<file path="src/rtl/dalc_pkg.sv">
// Package for the audio, link and equalizer control register bank.
// Assumes an 8-bit register address space reached through the device's
// serial control port, with all logic on the single ref_clk domain.
package dalc_pkg;

  // Register offsets.
  localparam logic [7:0] AUDIO_SERIAL_CONTROL_OFS    = 8'h2b;
  localparam logic [7:0] PIXEL_CLOCK_TEST_SELECT_OFS = 8'h2e;
  localparam logic [7:0] DUAL_RECEIVE_CONTROL_OFS    = 8'h34;
  localparam logic [7:0] EQUALIZER_TEST_CONTROL_OFS  = 8'h35;

  // Reset values.
  localparam logic [7:0] AUDIO_SERIAL_CONTROL_RST    = 8'h00;
  localparam logic [7:0] PIXEL_CLOCK_TEST_SELECT_RST = 8'h00;
  localparam logic [7:0] DUAL_RECEIVE_CONTROL_RST    = 8'h01;
  localparam logic [7:0] EQUALIZER_TEST_CONTROL_RST  = 8'h00;

  // Audio serial control fields.
  localparam int AUD_OVERRUN_BIT   = 3;
  localparam int AUD_UNDERRUN_BIT  = 2;
  localparam int AUD_ERR_CLEAR_BIT = 1;
  localparam int AUD_EDGE_BIT      = 0;

  // Pixel clock test select field.
  localparam int PCLK_TEST_BIT = 7;

  // Dual receive control fields.
  localparam int RX_LOCK_MODE_BIT   = 6;
  localparam int RAW_BACKCH_BIT     = 5;
  localparam int INPUT_MODE_HI_BIT  = 4;
  localparam int INPUT_MODE_LO_BIT  = 3;
  localparam int SECOND_PORT_BIT    = 1;
  localparam int FIRST_PORT_BIT     = 0;

  // Equalizer test control fields.
  localparam int EQ_RESTART_BIT    = 6;
  localparam int EQ_FLOOR_OVR_BIT  = 5;
  localparam int EQ_FLOOR_BIT      = 4;

  // Number of receive ports holding their own equalizer copy.
  localparam int NUM_PORTS = 2;

  // Receive input mode encodings.
  typedef enum logic [1:0] {
    DALC_MODE_AUTO        = 2'h0,
    DALC_MODE_DUAL        = 2'h1,
    DALC_MODE_SINGLE_PRI  = 2'h2,
    DALC_MODE_SINGLE_SEC  = 2'h3
  } dalc_input_mode_t;

endpackage : dalc_pkg

</file>
<file path="src/rtl/dalc_eq_if.sv">
// Interface carrying equalizer register traffic between the register bank
// and the per-port equalizer copies. Assumes one clock for both ends.
`timescale 1ns/100ps
interface dalc_eq_if;
  import dalc_pkg::*;
  logic                 wr;        // Write strobe to the equalizer register.
  logic [7:0]           wdata;     // Write data.
  logic [NUM_PORTS-1:0] port_sel;  // Ports whose copy a write updates.
  logic                 rd_second; // Read back the second port copy.
  logic [7:0]           rdata;     // Read-back value of the chosen copy.
  logic [NUM_PORTS-1:0] restart;   // Restart bit of each copy.
  logic [NUM_PORTS-1:0] floor_eff; // Floor start gated by its override.

  modport bank (output wr, wdata, port_sel, rd_second,
                input  rdata, restart, floor_eff);
  modport copies (input  wr, wdata, port_sel, rd_second,
                  output rdata, restart, floor_eff);
endinterface : dalc_eq_if

</file>
<file path="src/rtl/dalc_eq_copies.sv">
// Per-port copies of the equalizer test control register.
// Assumes writes arrive as one-cycle strobes on ref_clk.
`timescale 1ns/100ps
module dalc_eq_copies (
  // Clock and reset.
  input  wire logic ref_clk,
  input  wire logic srst,
  // Register traffic.
  dalc_eq_if.copies eq
);
  import dalc_pkg::*;

  logic [7:0] copy_r   [NUM_PORTS];
  logic [7:0] copy_nxt [NUM_PORTS];

  genvar p;
  generate
    for (p = 0; p < NUM_PORTS; p++) begin : g_port
      // A write lands in every selected port's copy; reserved bits stay zero.
      always_comb begin
        copy_nxt[p] = copy_r[p];
        if (eq.wr && eq.port_sel[p]) begin
          copy_nxt[p] = '0;
          copy_nxt[p][EQ_RESTART_BIT]   = eq.wdata[EQ_RESTART_BIT];
          copy_nxt[p][EQ_FLOOR_OVR_BIT] = eq.wdata[EQ_FLOOR_OVR_BIT];
          copy_nxt[p][EQ_FLOOR_BIT]     = eq.wdata[EQ_FLOOR_BIT];
        end
      end

      always_ff @(posedge ref_clk) begin
        if (srst) begin
          copy_r[p] <= EQUALIZER_TEST_CONTROL_RST;
        end else begin
          copy_r[p] <= copy_nxt[p];
        end
      end

      // The floor only applies while its override is on.
      assign eq.floor_eff[p] = copy_r[p][EQ_FLOOR_OVR_BIT] &
                               copy_r[p][EQ_FLOOR_BIT];
      assign eq.restart[p]   = copy_r[p][EQ_RESTART_BIT];
    end
  endgenerate

  // The second port copy wins the read when it is selected.
  assign eq.rdata = eq.rd_second ? copy_r[1] : copy_r[0];

endmodule : dalc_eq_copies

</file>
<file path="src/rtl/dalc_regs.sv">
// Audio, link and equalizer control register bank of the deserializer.
// Assumes the serial control port target presents one-cycle read and write
// strobes on ref_clk; FIFO events and link status come from ref_clk logic,
// the general pin comes straight from a pad.
`timescale 1ns/100ps

module dalc_regs (
  // Clock and reset.
  input  wire logic                      ref_clk,
  input  wire logic                      srst,
  // Register access from the serial control target.
  input  wire logic                      reg_wr,
  input  wire logic                      reg_rd,
  input  wire logic [7:0]                reg_addr,
  input  wire logic [7:0]                reg_wdata,
  output logic      [7:0]                reg_rdata,
  output logic                           reg_rvalid,
  // Audio FIFO.
  input  wire logic                      fifo_overrun_evt,
  input  wire logic                      fifo_underrun_evt,
  output logic                           fifo_error_clear,
  output logic                           audio_sample_rising,
  // Pixel clock source.
  output logic                           pixel_clock_from_test,
  // Link lock.
  input  wire logic                      link_linked,
  input  wire logic                      video_off,
  output logic                           lock_out,
  // Back channel.
  input  wire logic                      general_pin_zero,
  input  wire logic                      filtered_backchannel,
  output logic                           backchannel_bit,
  // Receive configuration.
  output dalc_pkg::dalc_input_mode_t     receive_input_mode,
  output logic      [dalc_pkg::NUM_PORTS-1:0] port_select,
  // Adaptive equalizer controls, one bit per port.
  output logic      [dalc_pkg::NUM_PORTS-1:0] equalizer_restart,
  output logic      [dalc_pkg::NUM_PORTS-1:0] equalizer_floor_start
);
  import dalc_pkg::*;

  // Address match shared by the write and read decoders.
  function automatic logic addr_hit(input logic [7:0] addr, input logic [7:0] ofs);
    addr_hit = (addr == ofs);
  endfunction : addr_hit

  // Equalizer copies live in their own module.
  dalc_eq_if eq ();

  dalc_eq_copies u_eq_copies (
    .ref_clk (ref_clk),
    .srst    (srst),
    .eq      (eq)
  );

  // ------------------------------------------------------------------
  // Shared register state.
  // ------------------------------------------------------------------
  logic       overrun_r;
  logic       overrun_nxt;
  logic       underrun_r;
  logic       underrun_nxt;
  logic       err_clear_bit_r;
  logic       err_clear_bit_nxt;
  logic       edge_rising_r;
  logic       edge_rising_nxt;
  logic       pclk_test_r;
  logic       pclk_test_nxt;
  logic       lock_mode_r;
  logic       lock_mode_nxt;
  logic       raw_bc_r;
  logic       raw_bc_nxt;
  logic [1:0] input_mode_r;
  logic [1:0] input_mode_nxt;
  logic       sel_second_r;
  logic       sel_second_nxt;
  logic       sel_first_r;
  logic       sel_first_nxt;
  logic       err_clear_pulse_r;
  logic       err_clear_pulse_nxt;

  logic wr_audio;
  logic wr_pclk;
  logic wr_dual;
  logic wr_eq;
  logic err_clear_req;

  // Write decode for each register.
  assign wr_audio = reg_wr && addr_hit(reg_addr, AUDIO_SERIAL_CONTROL_OFS);
  assign wr_pclk  = reg_wr && addr_hit(reg_addr, PIXEL_CLOCK_TEST_SELECT_OFS);
  assign wr_dual  = reg_wr && addr_hit(reg_addr, DUAL_RECEIVE_CONTROL_OFS);
  assign wr_eq    = reg_wr && addr_hit(reg_addr, EQUALIZER_TEST_CONTROL_OFS);

  // Clearing acts on the write itself, not on the stored bit, so a stale 1
  // left in the clear bit never masks later errors.
  assign err_clear_req = wr_audio && reg_wdata[AUD_ERR_CLEAR_BIT];

  // Next values of the shared registers. A FIFO event in the same cycle as
  // a clear wins, so no error goes unseen.
  always_comb begin
    overrun_nxt         = overrun_r;
    underrun_nxt        = underrun_r;
    err_clear_bit_nxt   = err_clear_bit_r;
    edge_rising_nxt     = edge_rising_r;
    pclk_test_nxt       = pclk_test_r;
    lock_mode_nxt       = lock_mode_r;
    raw_bc_nxt          = raw_bc_r;
    input_mode_nxt      = input_mode_r;
    sel_second_nxt      = sel_second_r;
    sel_first_nxt       = sel_first_r;
    err_clear_pulse_nxt = err_clear_req;
    if (err_clear_req) begin
      overrun_nxt  = 1'b0;
      underrun_nxt = 1'b0;
    end
    if (fifo_overrun_evt) begin
      overrun_nxt = 1'b1;
    end
    if (fifo_underrun_evt) begin
      underrun_nxt = 1'b1;
    end
    if (wr_audio) begin
      err_clear_bit_nxt = reg_wdata[AUD_ERR_CLEAR_BIT];
      edge_rising_nxt   = reg_wdata[AUD_EDGE_BIT];
    end
    if (wr_pclk) begin
      pclk_test_nxt = reg_wdata[PCLK_TEST_BIT];
    end
    if (wr_dual) begin
      lock_mode_nxt  = reg_wdata[RX_LOCK_MODE_BIT];
      raw_bc_nxt     = reg_wdata[RAW_BACKCH_BIT];
      input_mode_nxt = reg_wdata[INPUT_MODE_HI_BIT:INPUT_MODE_LO_BIT];
      sel_second_nxt = reg_wdata[SECOND_PORT_BIT];
      sel_first_nxt  = reg_wdata[FIRST_PORT_BIT];
    end
  end

  // Shared registers take their documented reset values.
  always_ff @(posedge ref_clk) begin
    if (srst) begin
      overrun_r         <= AUDIO_SERIAL_CONTROL_RST[AUD_OVERRUN_BIT];
      underrun_r        <= AUDIO_SERIAL_CONTROL_RST[AUD_UNDERRUN_BIT];
      err_clear_bit_r   <= AUDIO_SERIAL_CONTROL_RST[AUD_ERR_CLEAR_BIT];
      edge_rising_r     <= AUDIO_SERIAL_CONTROL_RST[AUD_EDGE_BIT];
      pclk_test_r       <= PIXEL_CLOCK_TEST_SELECT_RST[PCLK_TEST_BIT];
      lock_mode_r       <= DUAL_RECEIVE_CONTROL_RST[RX_LOCK_MODE_BIT];
      raw_bc_r          <= DUAL_RECEIVE_CONTROL_RST[RAW_BACKCH_BIT];
      input_mode_r      <= DUAL_RECEIVE_CONTROL_RST[INPUT_MODE_HI_BIT:INPUT_MODE_LO_BIT];
      sel_second_r      <= DUAL_RECEIVE_CONTROL_RST[SECOND_PORT_BIT];
      sel_first_r       <= DUAL_RECEIVE_CONTROL_RST[FIRST_PORT_BIT];
      err_clear_pulse_r <= 1'b0;
    end else begin
      overrun_r         <= overrun_nxt;
      underrun_r        <= underrun_nxt;
      err_clear_bit_r   <= err_clear_bit_nxt;
      edge_rising_r     <= edge_rising_nxt;
      pclk_test_r       <= pclk_test_nxt;
      lock_mode_r       <= lock_mode_nxt;
      raw_bc_r          <= raw_bc_nxt;
      input_mode_r      <= input_mode_nxt;
      sel_second_r      <= sel_second_nxt;
      sel_first_r       <= sel_first_nxt;
      err_clear_pulse_r <= err_clear_pulse_nxt;
    end
  end

  // ------------------------------------------------------------------
  // Equalizer copies: writes fan out to every selected port, reads favour
  // port 1. The host must drop the port-1 select to see port 0 again.
  // ------------------------------------------------------------------
  assign eq.wr        = wr_eq;
  assign eq.wdata     = reg_wdata;
  assign eq.port_sel  = {sel_second_r, sel_first_r};
  assign eq.rd_second = sel_second_r;

  // ------------------------------------------------------------------
  // Read path: one cycle of latency, unmapped offsets read as zero.
  // ------------------------------------------------------------------
  logic [7:0] rdata_r;
  logic [7:0] rdata_nxt;
  logic       rvalid_r;
  logic       rvalid_nxt;

  always_comb begin
    rdata_nxt  = rdata_r;
    rvalid_nxt = reg_rd;
    if (reg_rd) begin
      rdata_nxt = 8'h00;
      if (addr_hit(reg_addr, AUDIO_SERIAL_CONTROL_OFS)) begin
        rdata_nxt[AUD_OVERRUN_BIT]   = overrun_r;
        rdata_nxt[AUD_UNDERRUN_BIT]  = underrun_r;
        rdata_nxt[AUD_ERR_CLEAR_BIT] = err_clear_bit_r;
        rdata_nxt[AUD_EDGE_BIT]      = edge_rising_r;
      end else if (addr_hit(reg_addr, PIXEL_CLOCK_TEST_SELECT_OFS)) begin
        rdata_nxt[PCLK_TEST_BIT] = pclk_test_r;
      end else if (addr_hit(reg_addr, DUAL_RECEIVE_CONTROL_OFS)) begin
        rdata_nxt[RX_LOCK_MODE_BIT]                    = lock_mode_r;
        rdata_nxt[RAW_BACKCH_BIT]                      = raw_bc_r;
        rdata_nxt[INPUT_MODE_HI_BIT:INPUT_MODE_LO_BIT] = input_mode_r;
        rdata_nxt[SECOND_PORT_BIT]                     = sel_second_r;
        rdata_nxt[FIRST_PORT_BIT]                      = sel_first_r;
      end else if (addr_hit(reg_addr, EQUALIZER_TEST_CONTROL_OFS)) begin
        rdata_nxt = eq.rdata;
      end
    end
  end

  always_ff @(posedge ref_clk) begin
    if (srst) begin
      rdata_r  <= 8'h00;
      rvalid_r <= 1'b0;
    end else begin
      rdata_r  <= rdata_nxt;
      rvalid_r <= rvalid_nxt;
    end
  end

  // ------------------------------------------------------------------
  // General pin zero arrives from a pad, so it is synchronised first. The
  // raw path still adds these two flops but does no sampling or filtering.
  // ------------------------------------------------------------------
  logic gpin_meta_r;
  logic gpin_meta_nxt;
  logic gpin_sync_r;
  logic gpin_sync_nxt;

  always_comb begin
    gpin_meta_nxt = general_pin_zero;
    gpin_sync_nxt = gpin_meta_r;
  end

  always_ff @(posedge ref_clk) begin
    if (srst) begin
      gpin_meta_r <= 1'b0;
      gpin_sync_r <= 1'b0;
    end else begin
      gpin_meta_r <= gpin_meta_nxt;
      gpin_sync_r <= gpin_sync_nxt;
    end
  end

  // ------------------------------------------------------------------
  // Registered control outputs.
  // ------------------------------------------------------------------
  logic                 lock_r;
  logic                 lock_nxt;
  logic                 bc_r;
  logic                 bc_nxt;
  logic [NUM_PORTS-1:0] restart_r;
  logic [NUM_PORTS-1:0] restart_nxt;
  logic [NUM_PORTS-1:0] floor_r;
  logic [NUM_PORTS-1:0] floor_nxt;

  always_comb begin
    // Mode 1 reports lock on link alone; mode 0 also needs active video.
    if (lock_mode_r) begin
      lock_nxt = link_linked;
    end else begin
      lock_nxt = link_linked && !video_off;
    end
    bc_nxt = raw_bc_r ? gpin_sync_r : filtered_backchannel;
    // A restart held in either copy restarts adaptation on both ports.
    restart_nxt = {NUM_PORTS{|eq.restart}};
    floor_nxt   = eq.floor_eff;
  end

  always_ff @(posedge ref_clk) begin
    if (srst) begin
      lock_r    <= 1'b0;
      bc_r      <= 1'b0;
      restart_r <= '0;
      floor_r   <= '0;
    end else begin
      lock_r    <= lock_nxt;
      bc_r      <= bc_nxt;
      restart_r <= restart_nxt;
      floor_r   <= floor_nxt;
    end
  end

  // Every output comes from a flop above.
  assign reg_rdata             = rdata_r;
  assign reg_rvalid            = rvalid_r;
  assign fifo_error_clear      = err_clear_pulse_r;
  assign audio_sample_rising   = edge_rising_r;
  assign pixel_clock_from_test = pclk_test_r;
  assign lock_out              = lock_r;
  assign backchannel_bit       = bc_r;
  assign receive_input_mode    = dalc_input_mode_t'(input_mode_r);
  assign port_select           = {sel_second_r, sel_first_r};
  assign equalizer_restart     = restart_r;
  assign equalizer_floor_start = floor_r;

endmodule : dalc_regs

</file>
<file path="config.mk">
export PLATFORM = sky130hd
export DESIGN_NAME = dalc_regs
export DESIGN_NICKNAME = d
export VERILOG_FILES = /design/src/rtl/dalc_pkg.sv /design/src/rtl/dalc_eq_if.sv /design/src/rtl/dalc_eq_copies.sv /design/src/rtl/dalc_regs.sv
export SDC_FILE = /design/constraint.sdc
export NUM_CORES = 1
export LEC_CHECK = 0
export BUFFER_PORTS_ARGS = -buffer_cell sky130_fd_sc_hd__buf_2
export CORE_MARGIN = 2
export CORE_UTILIZATION = 50
export DETAILED_ROUTE_END_ITERATION = 10
export GPL_ROUTABILITY_DRIVEN = 0
export PLACE_DENSITY = 0.82
export SLEW_MARGIN = 20
export SYNTH_ARGS = -nofsm -noshare
export SYNTH_HDL_FRONTEND = slang
export SYNTH_HIERARCHICAL = 1
export SYNTH_SLANG_ARGS = --single-unit
</file>
<file path="constraint.sdc">
create_clock -name ref_clk -period 1.6 [get_ports ref_clk]
set_input_delay 0.16 -clock ref_clk [delete_from_list [all_inputs] [get_ports ref_clk]]
set_output_delay 0.16 -clock ref_clk [all_outputs]
set_load 0.02 [all_outputs]
</file>
==> summary.txt, run 1 <==
Status
  – Status: complete, no violations

Die
  – IO Count: 48
  – Die Y-Extent: about 61 µm
  – Die width: 60.8 µm
  – Total Die Area: 0.00370 mm²
  – FP Rows: 20
  – Core area: 0.00305 mm²
  – Initial Utilization: 0.528

Cells and area
  – Final Net Count: approximately 240
  – Filler Cell Count: about 290
  – Register area: 681 µm²
  – Antenna diodes: 0
  – Area Overhead vs Synth: 16.0%
  – Layout cells sized above 1: 0.348
  – Multi-input combinational cell area: just over 800 µm²

Synthesis
  – Post-synthesis xor/xnor area fraction: 0
  – Post-synthesis compound-gate area fraction: 0.0512
  – Yosys cell types: 34
  – Post-synthesis cell count: 166
  – Synth area leaders: dfxtp_1 42%, mux2i_1 9.3%, buf_4 5.6%
  – Post-synth top flop: dfxtp_1
  – Post-synth EDFFs: 0
  – Synthesized flop and latch total: 34
  – Count leader, synth: dfxtp_1
  – Synth Area in Adders: 0
  – Mux cell area share after synthesis: 0.156
  – Synth Cell Area: 0.00161 mm²
  – Simple-gate share of the synthesized area: 0.285
  – Mean Syn Cell Area: 9.72 µm²
  – Synth warnings: 6
  – Top post-synthesis cells by count: 34 x dfxtp_1, 17 x nand2_1, 15 x mux2i_1, 13 x nand2b_1, 12 x buf_4
  – Share of the synthesized area in the top cell type: 0.422
  – Largest family of logic cells by synthesized area: simple AND/OR/NAND/NOR gates
  – Async S/R FF share, synth: 0
  – Dominant cell type by area after synthesis: dfxtp_1
  – Post-synthesis sequential area ratio: 0.422

Worst setup path
  – CP endpoint kind: flop
  – Critical Path AT: between 1.5 and 2 ns
  – Critical path's slowest cell: dfxtp_1
  – CP max stage delay: 0.44 ns
  – Crit-path most repeated cell: mux2_2
  – Crit path cell chain: mux2_2 > mux2_2 > nand4_1 > a21oi_1
  – Crit Path Max Fanout: 4
  – Crit Path Class: reg2reg
  – WP buf/inv: 0
  – CP Data Required Time: between 1.5 and 2 ns
  – Setup crit start kind: flop
  – Family with the most delay on the worst path: multiplexers

Global routing
  – Overall Global Routing Usage: 0.199
  – Grt ovf: 0
  – Number of global-route vias before repair: 1259
  – First-pass GRT wire length: 5440 µm
  – Initial antenna violation count: 0
  – Largest net degree at the start of global routing: 20

CTS
  – Hold_buf cts: 0
  – Clk sink count: 34
  – Clock Tree Buf Depth: 2
  – Worst skew pair latency: 0.34 ns
  – Clock buffer count from CTS: 5
  – H-tree lvl count: 2
  – Post-CTS Resized: 0
  – CTS tree: built
  – Clock Pin Slew Worst Setup and Hold Paths: 0.10 ns
  – Setup Buffers After CTS: 0
  – CTS root buf: clkbuf_4

Power and ir drop
  – Leak Pwr: 0.837 nW
  – Internal power: 1.08 mW
  – Comb power frac: 0.100
  – Switching Fraction: 0.253
  – Net Switching: 366 µW
  – Sequential share of power: 0.597
  – Maximum VDD drop: 0.507 mV
  – Pwr dens: slightly below 800 mW/mm²
  – Power share of the clock group: 0.303

STA
  – RSZ-0062 raised after global routing: no
  – Setup skew after layout: approximately 0.018 ns
  – Final hold violations: 0
  – Slew HR: 0.661
  – Worst slew pin tran: 0.505 ns
  – Tcrit/Tclk final: 0.836
  – # setup viols final: 0
  – Max Freq: 748 MHz
  – Worst Slack Setup Final: 0.263 ns
  – Tmin final: 1.34 ns
  – Slew Viols, Final: 0
  – Setup TNS: 0 ns

Routing
  – 1st-iter DRT viols: 23
  – TritonRoute pass-1 iters: 4
  – Drt drc: 0
  – Final antenna-violating net count: 0
  – Drt total wl: 3270 µm
  – DR WL/cell: 12.9 µm
  – Vias: roughly 1300
  – Routed vias/inst: approximately 5

Job
  – MaxCap Viol Count: 0

Placement
  – Worst slack at placement: 0.195 ns
  – Port Buf Inserts: 46
  – Post-detail-place hpwl: 2470 µm

Worst hold path
  – HP Class: in2reg
final timing paths:
kind	slack, ns	depth (start not counted)	start	to
hold reg to reg	0.46	1	gpin_meta_r	gpin_sync_r
setup / recovery	0.26	4	eq.rd_second	reg_rdata[6]
hold / removal	0.05	2	fifo_overrun_evt	overrun_r
setup reg to reg	0.26	4	eq.rd_second	reg_rdata[6]
routing by layer:
metal | GRT usage | wire, µm | part of all wire | up-vias
met5 | 0 | 0 | 0 | -
li1 | - | - | - | 650
met2 | 0.341 | 1590 | 0.49 | 37
met1 | 0.231 | 1430 | 0.44 | 596
met4 | 0.0807 | 43 | 0.013 | 0
met3 | 0.0618 | 208 | 0.064 | 6
placed cells by master (no fill, tap or decap), drive strengths merged, types with 5 or more instances in the layout:
master and instances:
buf 51, nor2b 8, conb 5, nand2b 13, mux2i 15, dfxtp 34
nand3 8, nand2 17, mux2 9, clkbuf 5, nand4 5, nor2 9
final cells by class:
class / instances / share of cell area
multi-input cells: 116 / 0.434
flip-flops and latches: 34 / 0.364
repair buffers: 51 / 0.143
well taps: 44 / 0.0294
clock buffers: 5 / 0.0201
clock inverters: 2 / 0.00535
inverters: 2 / 0.00401
registers in the layout, summed over array words and instances, names as in the netlist, 2 cells and up:
signal / count
u_eq_copies/copy_r: 6
reg_rdata: 8
receive_input_mode: 2
equalizer_floor_start: 2
power by group through the flow:
stage / registers, mW / clock network, mW / logic (mW)
after detailed placement: 0.885 / 0 / 0.145
after floorplan: 0.894 / 0 / 0.0792
final: 0.866 / 0.440 / 0.145
after global routing: 0.868 / 0.502 / 0.160
after global placement: 0.885 / 0 / 0.142
after CTS: 0.866 / 0.449 / 0.145
through the flow:
step	util	hold slack (ns)	instances	power, mW	instance area, µm²
after floorplan	-	0.266	170	0.974	1630
after global placement	0.597	0.378	247	1.03	1820
after detailed placement	0.597	0.385	247	1.03	1820
after CTS	0.613	0.0330	254	1.46	1870
after global routing	0.613	0.0366	254	1.53	1870
final	0.613	0.0454	254	1.45	1870
cells by family after synthesis:
| family | Yosys count |
|---|---|
| AND/OR/NAND/NOR | 76 |
| multiplexers | 24 |
| flip-flops | 34 |
| AO/OA/AOI/OAI | 11 |
| buffers and inverters | 20 |
| other | 1 |
(Power assumes the default switching activity.)
==> run 2: changes to the inputs <==
Settings changed: CORE_UTILIZATION 50 to 46, PLACE_DENSITY 0.82 to 0.79.
Clock period 1.6 ns to 1.1 ns, I/O delays scaled along.
==> run 2 against run 1 <==
Net effect: the run now ends with negative setup slack left; via count grew 3.8%; clock skew shrank 0.012 ns; power grew 47%; largest cell class unchanged; sequential share of layout area shrank 3.6 points; combinational power grew 66%; first-iteration DRC count grew 150%; final cell count grew 8.7%; clock-buffer cell count is the same; routed wire length grew 3.2%; critical path depth shrank 1.
==> summary.txt, run 2 (synthesized netlist as in run 1, its figures left out) <==
Worst setup path
  – CP Data Required Time: 0.99 ns (-0.84 ns)
  – Crit path cell chain: buf_4 > buf_6 > buf_6
  – Setup crit start kind: flop
  – Crit-path most repeated cell: buf_6
  – R2r setup slk: -0.08 ns (-0.35 ns)
  – Crit Path Max Fanout: 4 (unchanged)
  – Reg2reg start: eq.rd_second
  – CP endpoint kind: primary output
  – CP max stage delay: 0.37 ns (-0.07 ns)
  – Critical Path AT: 1.07 ns (-0.50 ns)
  – WP buf/inv: 3 (+3)
  – R2r endpoint: reg_rdata[6]
  – Reg2Reg Depth: 4 (unchanged)
  – Family with the most delay on the worst path: flip-flops
  – Critical path's slowest cell: dfxtp_4
  – Crit Path Class: reg2out

Die
  – Total Die Area: 0.00400 mm² (+8.1%)
  – Die Y-Extent: 63.2 µm (+4.0%)
  – FP Rows: 21 (+5.0%)
  – Initial Utilization: 0.480 (-0.0487)
  – IO Count: 48 (unchanged)
  – Die width: 63.2 µm (+4.0%)
  – Core area: 0.00336 mm² (+10%)

CTS
  – Clock Tree Buf Depth: 2 (unchanged)
  – Clock buffer count from CTS: 5 (unchanged)
  – H-tree lvl count: 2 (unchanged)
  – CTS tree: built
  – Clk sink count: 34 (unchanged)
  – Worst skew pair latency: 0.34 ns (about the same)
  – CTS root buf: clkbuf_4
  – Clock Pin Slew Worst Setup and Hold Paths: 0.10 ns (about the same)

STA
  – Max Freq: approximately 840 MHz
  – Setup skew after layout: 0.00621 ns (-0.0118 ns)
  – Worst Slack Setup Final: -0.0844 ns (-0.347 ns)
  – Slew Viols, Final: 0 (unchanged)
  – Tcrit/Tclk final: 1.08
  – Tmin final: 1.18 ns
  – Final hold violations: 0 (unchanged)
  – # setup viols final: 8 (+8)
  – Fin Hold WS: 0.0126 ns (-0.0328 ns)
  – RSZ-0062 raised after global routing: yes

Cells and area
  – Filler Cell Count: 321 (+13%)
  – Antenna diodes: 0 (unchanged)
  – Max FFs per register: 8 (unchanged)
  – Area Overhead vs Synth: 29.6%
  – Layout cells sized above 1: 0.387 (+0.0393)
  – Most common cell after layout, fill and taps aside: buf_2
  – Most frequent cells in the layout: 45 x buf_2, 32 x dfxtp_1, 17 x nand2_1, 17 x buf_4, 15 x mux2i_1
  – Final Net Count: 256 (+8.5%)

Routing
  – Routed vias/inst: 4.85 (-4.5%)
  – Final antenna-violating net count: 0 (unchanged)
  – Drt total wl: 3370 µm (+3.2%)
  – Vias: 1338 (+3.8%)
  – TritonRoute pass-1 iters: 4 (unchanged)
  – 1st-iter DRT viols: 57 (+150%)
  – Drt drc: 0 (unchanged)
  – DR WL/cell: 12.2 µm (-5.0%)

Worst hold path
  – Hold Path Stages: 2 (unchanged)
  – HP Class: in2reg
  – Hold_sp: srst
  – Min-Delay Endpoint: reg_rdata[6]

Global routing
  – Initial antenna violation count: 0 (unchanged)
  – Largest net degree at the start of global routing: 20 (unchanged)
  – Overall Global Routing Usage: 0.178 (-0.0213)
  – Number of global-route vias before repair: 1314 (+4.4%)
  – First-pass GRT wire length: 5560 µm (+2.3%)
  – Grt ovf: 0 (unchanged)

Placement
  – Port Buf Inserts: 46 (unchanged)
  – Post-detail-place hpwl: 2510 µm (+1.8%)

Power and ir drop
  – Total power: 2.13 mW (+47%)
  – Pwr dens: 1020 mW/mm² (+31%)
  – Maximum VDD drop: 0.493 mV (-2.9%)
  – Leak Pwr: 0.948 nW (+13%)

Status
  – Failing checks: negative setup slack
  – Status: finished with violations

Job
  – MaxCap Viol Count: 0 (unchanged)
[run 2: changes by cell type in the layout (fill, tap and decap cells not counted), moves of 2 or more]
cell           previous run  this run
dfxtp_1                  34        32
buf_6                     0         2
mux2_4                    0         6
buf_4                     5        17
dlygate4sd3_1             0         6
mux2_2                    8         2
[run 2: what timing repair did]
item | 4_1_cts | 5_1_grt
setup endpoints to repair | 5 | 5
pin swaps | 0 | 1
hold endpoints to repair | 5 | 1
setup buffers | 0 | 2
gates resized for setup | 3 | 1
hold buffers | 5 | 1
[run 2: how the worst max path moves through the flow]
| stage | start | to | slack [ns] | cells past startpoint |
|---|---|---|---|---|
| after CTS | eq.rd_second | reg_rdata[4] | -0.09 | 4 |
| after detailed placement | reg_addr[7] | u_eq_copies/copy_r[1][5] | -0.11 | 5 |
| final | eq.rd_second | port_select[1] | -0.08 | 3 |
| after floorplan | eq.rd_second | reg_rdata[4] | -0.07 | 4 |
| after global placement | eq.rd_second | reg_rdata[4] | -0.08 | 4 |
| after global routing | eq.rd_second | reg_rdata[4] | -0.14 | 4 |
[run 2: per-stage QoR]
step	cells	TNS, ns	util	worst slack, ns	instance area (µm²)
2_1_floorplan	170	-0.390	-	-0.0654	1660
3_3_place_gp	261	-1.15	0.581	-0.0751	1960
3_5_place_dp	261	-1.76	0.581	-0.111	1960
4_1_cts	273	-0.254	0.613	-0.0931	2060
5_1_grt	276	-0.791	0.621	-0.137	2090
6_report	276	-0.443	0.621	-0.0844	2090
[run 2: where the power goes]
group	internal [mW]	leakage, nW	switching, mW
clock network	0.229	0.0308	0.402
logic	0.119	0.641	0.121
registers	1.25	0.277	0.00825
total	1.60	0.948	0.531
[run 2: cell type report]
cell class	count	area [µm²]	area share
clock buffer	5	37.5	0.0180
sequential	34	686	0.328
timing repair buffer	71	455	0.218
inverter	2	7.51	0.00359
tap	46	57.6	0.0275
multi-input combinational	116	836	0.400
clock inverter	2	10.0	0.00479
[run 2: routing by layer]
metal,global-route usage,routed length [µm],up-vias
li1,-,-,686
met1,0.202,1510,614
met2,0.314,1670,32
met3,0.0321,135,6
met4,0.0978,65,0
met5,0,0,-
==> run 3: changes to the inputs <==
Settings changed: MAX_ROUTING_LAYER from default to met4, TNS_END_PERCENT from default to 50.
==> run 3 against run 2 <==
Net effect: via count decreased by 1.1%; non-clock buffer count fell by 2; largest power group unchanged; critical endpoint is now reg_rdata[6]; critical path type is now reg2reg; the flow still finishes with violations (negative setup slack); register-to-register slack is essentially flat; clock skew is 0.0012 ns higher; core utilization fell by 0.37 points; sequential cell count stayed put; combinational power is essentially flat; die area did not move; first-iteration DRC count rose by 5.3%; clock power fell by 2%.
==> summary.txt, run 3 (synthesized netlist as in run 1, its figures left out) <==
Worst setup path
  – Critical Path AT: 1.41 ns (+0.34 ns)
  – CP Data Required Time: 1.33 ns (+0.34 ns)
  – Setup crit start kind: flop
  – Crit Path Max Fanout: 4 (unchanged)
  – CP endpoint kind: flop
  – Crit Path Class: reg2reg

Die
  – Core area: 0.00336 mm² (unchanged)
  – FP Rows: 21 (unchanged)
  – Die Y-Extent: 63.2 µm (unchanged)
  – Total Die Area: 0.00400 mm² (unchanged)
  – Die width: 63.2 µm (unchanged)
  – Initial Utilization: 0.480 (unchanged)
  – IO Count: 48 (unchanged)

Global routing
  – Largest net degree at the start of global routing: 20 (unchanged)
  – Initial antenna violation count: 0 (unchanged)
  – First-pass GRT wire length: 5580 µm (+0.25%)
  – Number of global-route vias before repair: 1309 (-0.38%)
  – Overall Global Routing Usage: 0.184 (+0.00614)
  – Grt ovf: 0 (unchanged)

Cells and area
  – Non-Filler Instances: 274 (-0.72%)
  – Design area: 0.00208 mm² (-0.60%)
  – Filler Cell Count: 324 (+0.93%)
  – Most common cell after layout, fill and taps aside: buf_2
  – Most frequent cells in the layout: 44 x buf_2, 32 x dfxtp_1, 17 x nand2_1, 16 x buf_4, 15 x mux2i_1
  – Area Overhead vs Synth: 28.8%
  – Final Net Count: 254 (-0.78%)
  – Layout cells sized above 1: 0.382 (-0.00538)
  – Antenna diodes: 0 (unchanged)
  – Max FFs per register: 8 (unchanged)

Power and ir drop
  – Power share of the clock group: 0.294 (-0.003)
  – Total power: 2.12 mW (-0.51%)
  – Comb power frac: 0.113 (about the same)
  – Sequential share of power: 0.593 (+0.002)
  – Net Switching: 520 µW (-2.0%)
  – Maximum VDD drop: 0.492 mV (-0.20%)
  – Pwr dens: 1020 mW/mm² (about the same)
  – Switching Fraction: 0.246 (-0.00384)
  – Leak Pwr: 0.940 nW (-0.84%)
  – Internal power: 1.60 mW (about the same)

STA
  – Slew Viols, Final: 0 (unchanged)
  – Tmin final: 1.18 ns (-0.00185 ns)
  – Worst Slack Setup Final: -0.0826 ns (+0.00185 ns)
  – Setup skew after layout: 0.00741 ns (+0.00120 ns)
  – # setup viols final: 3 (-5)
  – Max Freq: 846 MHz (+0.16%)
  – Final hold violations: 0 (unchanged)
  – Fin Hold WS: 0.0204 ns (+0.00778 ns)
  – Tcrit/Tclk final: 1.08 (-0.00168)
  – RSZ-0062 raised after global routing: yes

Placement
  – Post-detail-place hpwl: 2510 µm (unchanged)
  – Port Buf Inserts: 46 (unchanged)
  – Worst slack at placement: -0.111 ns (unchanged)
  – Post-placement cell count: 261 (unchanged)
  – Placed Area: 0.00196 mm² (unchanged)

Routing
  – Drt total wl: 3300 µm (-2.2%)
  – DR WL/cell: 12.0 µm (-1.5%)
  – Routed vias/inst: 4.83 (-0.40%)
  – Final antenna-violating net count: 0 (unchanged)
  – Vias: 1323 (-1.1%)
  – TritonRoute pass-1 iters: 4 (unchanged)
  – Drt drc: 0 (unchanged)
  – 1st-iter DRT viols: 60 (+5.3%)

CTS
  – CTS tree: built
  – Clock Pin Slew Worst Setup and Hold Paths: 0.10 ns (about the same)
  – CTS root buf: clkbuf_4
  – Clk sink count: 34 (unchanged)
  – Clock buffer count from CTS: 5 (unchanged)
  – H-tree lvl count: 2 (unchanged)
  – Clock Tree Buf Depth: 2 (unchanged)
  – Setup Buffers After CTS: 0 (unchanged)
  – Worst skew pair latency: 0.33 ns (about the same)

Worst hold path
  – HP Class: in2reg

Job
  – MaxCap Viol Count: 0 (unchanged)

Status
  – Failing checks: negative setup slack
  – Status: finished with violations
[run 3: changes by cell type in the layout (fill, tap and decap cells not counted)]
cell   previous run  this run
buf_2            45        44
buf_4            17        16
[run 3: final cells by class]
class | instances | area (µm²) | area share
Clock inverter | 2 | 10.0 | 0.00482
Inverter | 2 | 7.51 | 0.00361
Timing Repair Buffer | 69 | 443 | 0.213
Clock buffer | 5 | 37.5 | 0.0181
Sequential cell | 34 | 686 | 0.330
Tap cell | 46 | 57.6 | 0.0277
Multi-Input combinational cell | 116 | 836 | 0.402
[run 3: final timing paths]
check / endpoint / slack (ns) / depth (start not counted) / start
worst max-delay path: reg_rdata[6] / -0.08 / 4 / eq.rd_second
worst min-delay path: reg_rdata[5] / 0.02 / 2 / srst
worst max register to register: reg_rdata[6] / -0.08 / 4 / eq.rd_second
worst min register to register: receive_input_mode[0] / 0.47 / 2 / receive_input_mode[0]
[run 3: worst max-delay path, cell delays in order, from the launching register on]
cell     delay, ns
dfxtp_4       0.39
mux2_4        0.30
mux2_4        0.26
nand4_1       0.09
a21oi_1       0.06
[run 3: power by group through the flow]
stage | clock network, mW | registers (mW) | logic (mW)
after CTS | 0.645 | 1.26 | 0.237
after global placement | 0 | 1.29 | 0.219
after floorplan | 0 | 1.30 | 0.118
after global routing | 0.726 | 1.26 | 0.264
after detailed placement | 0 | 1.29 | 0.223
final | 0.622 | 1.26 | 0.239
[run 3: metal layers]
metal | vias to the layer above | part of all wire | GRT usage | routed length, µm
met3 | 5 | 0.042 | 0.0536 | 139
met2 | 28 | 0.49 | 0.314 | 1630
li1 | 684 | - | - | -
met4 | 0 | 0.016 | 0.0734 | 54
met5 | - | 0 | - | 0
met1 | 606 | 0.45 | 0.202 | 1480
[run 3: per-stage QoR]
stage / setup TNS [ns] / util
5_1_grt: -0.488 / 0.618
4_1_cts: -0.254 / 0.613
6_report: -0.225 / 0.618
2_1_floorplan: -0.390 / -
3_3_place_gp: -1.15 / 0.581
3_5_place_dp: -1.76 / 0.581
[run 3: timing repair]
item,4_1_cts,5_1_grt
hold buffers,5,1
gates resized for setup,3,2
endpoints found under the setup margin,5,6
hold endpoints to repair,5,1
pin swaps,0,1
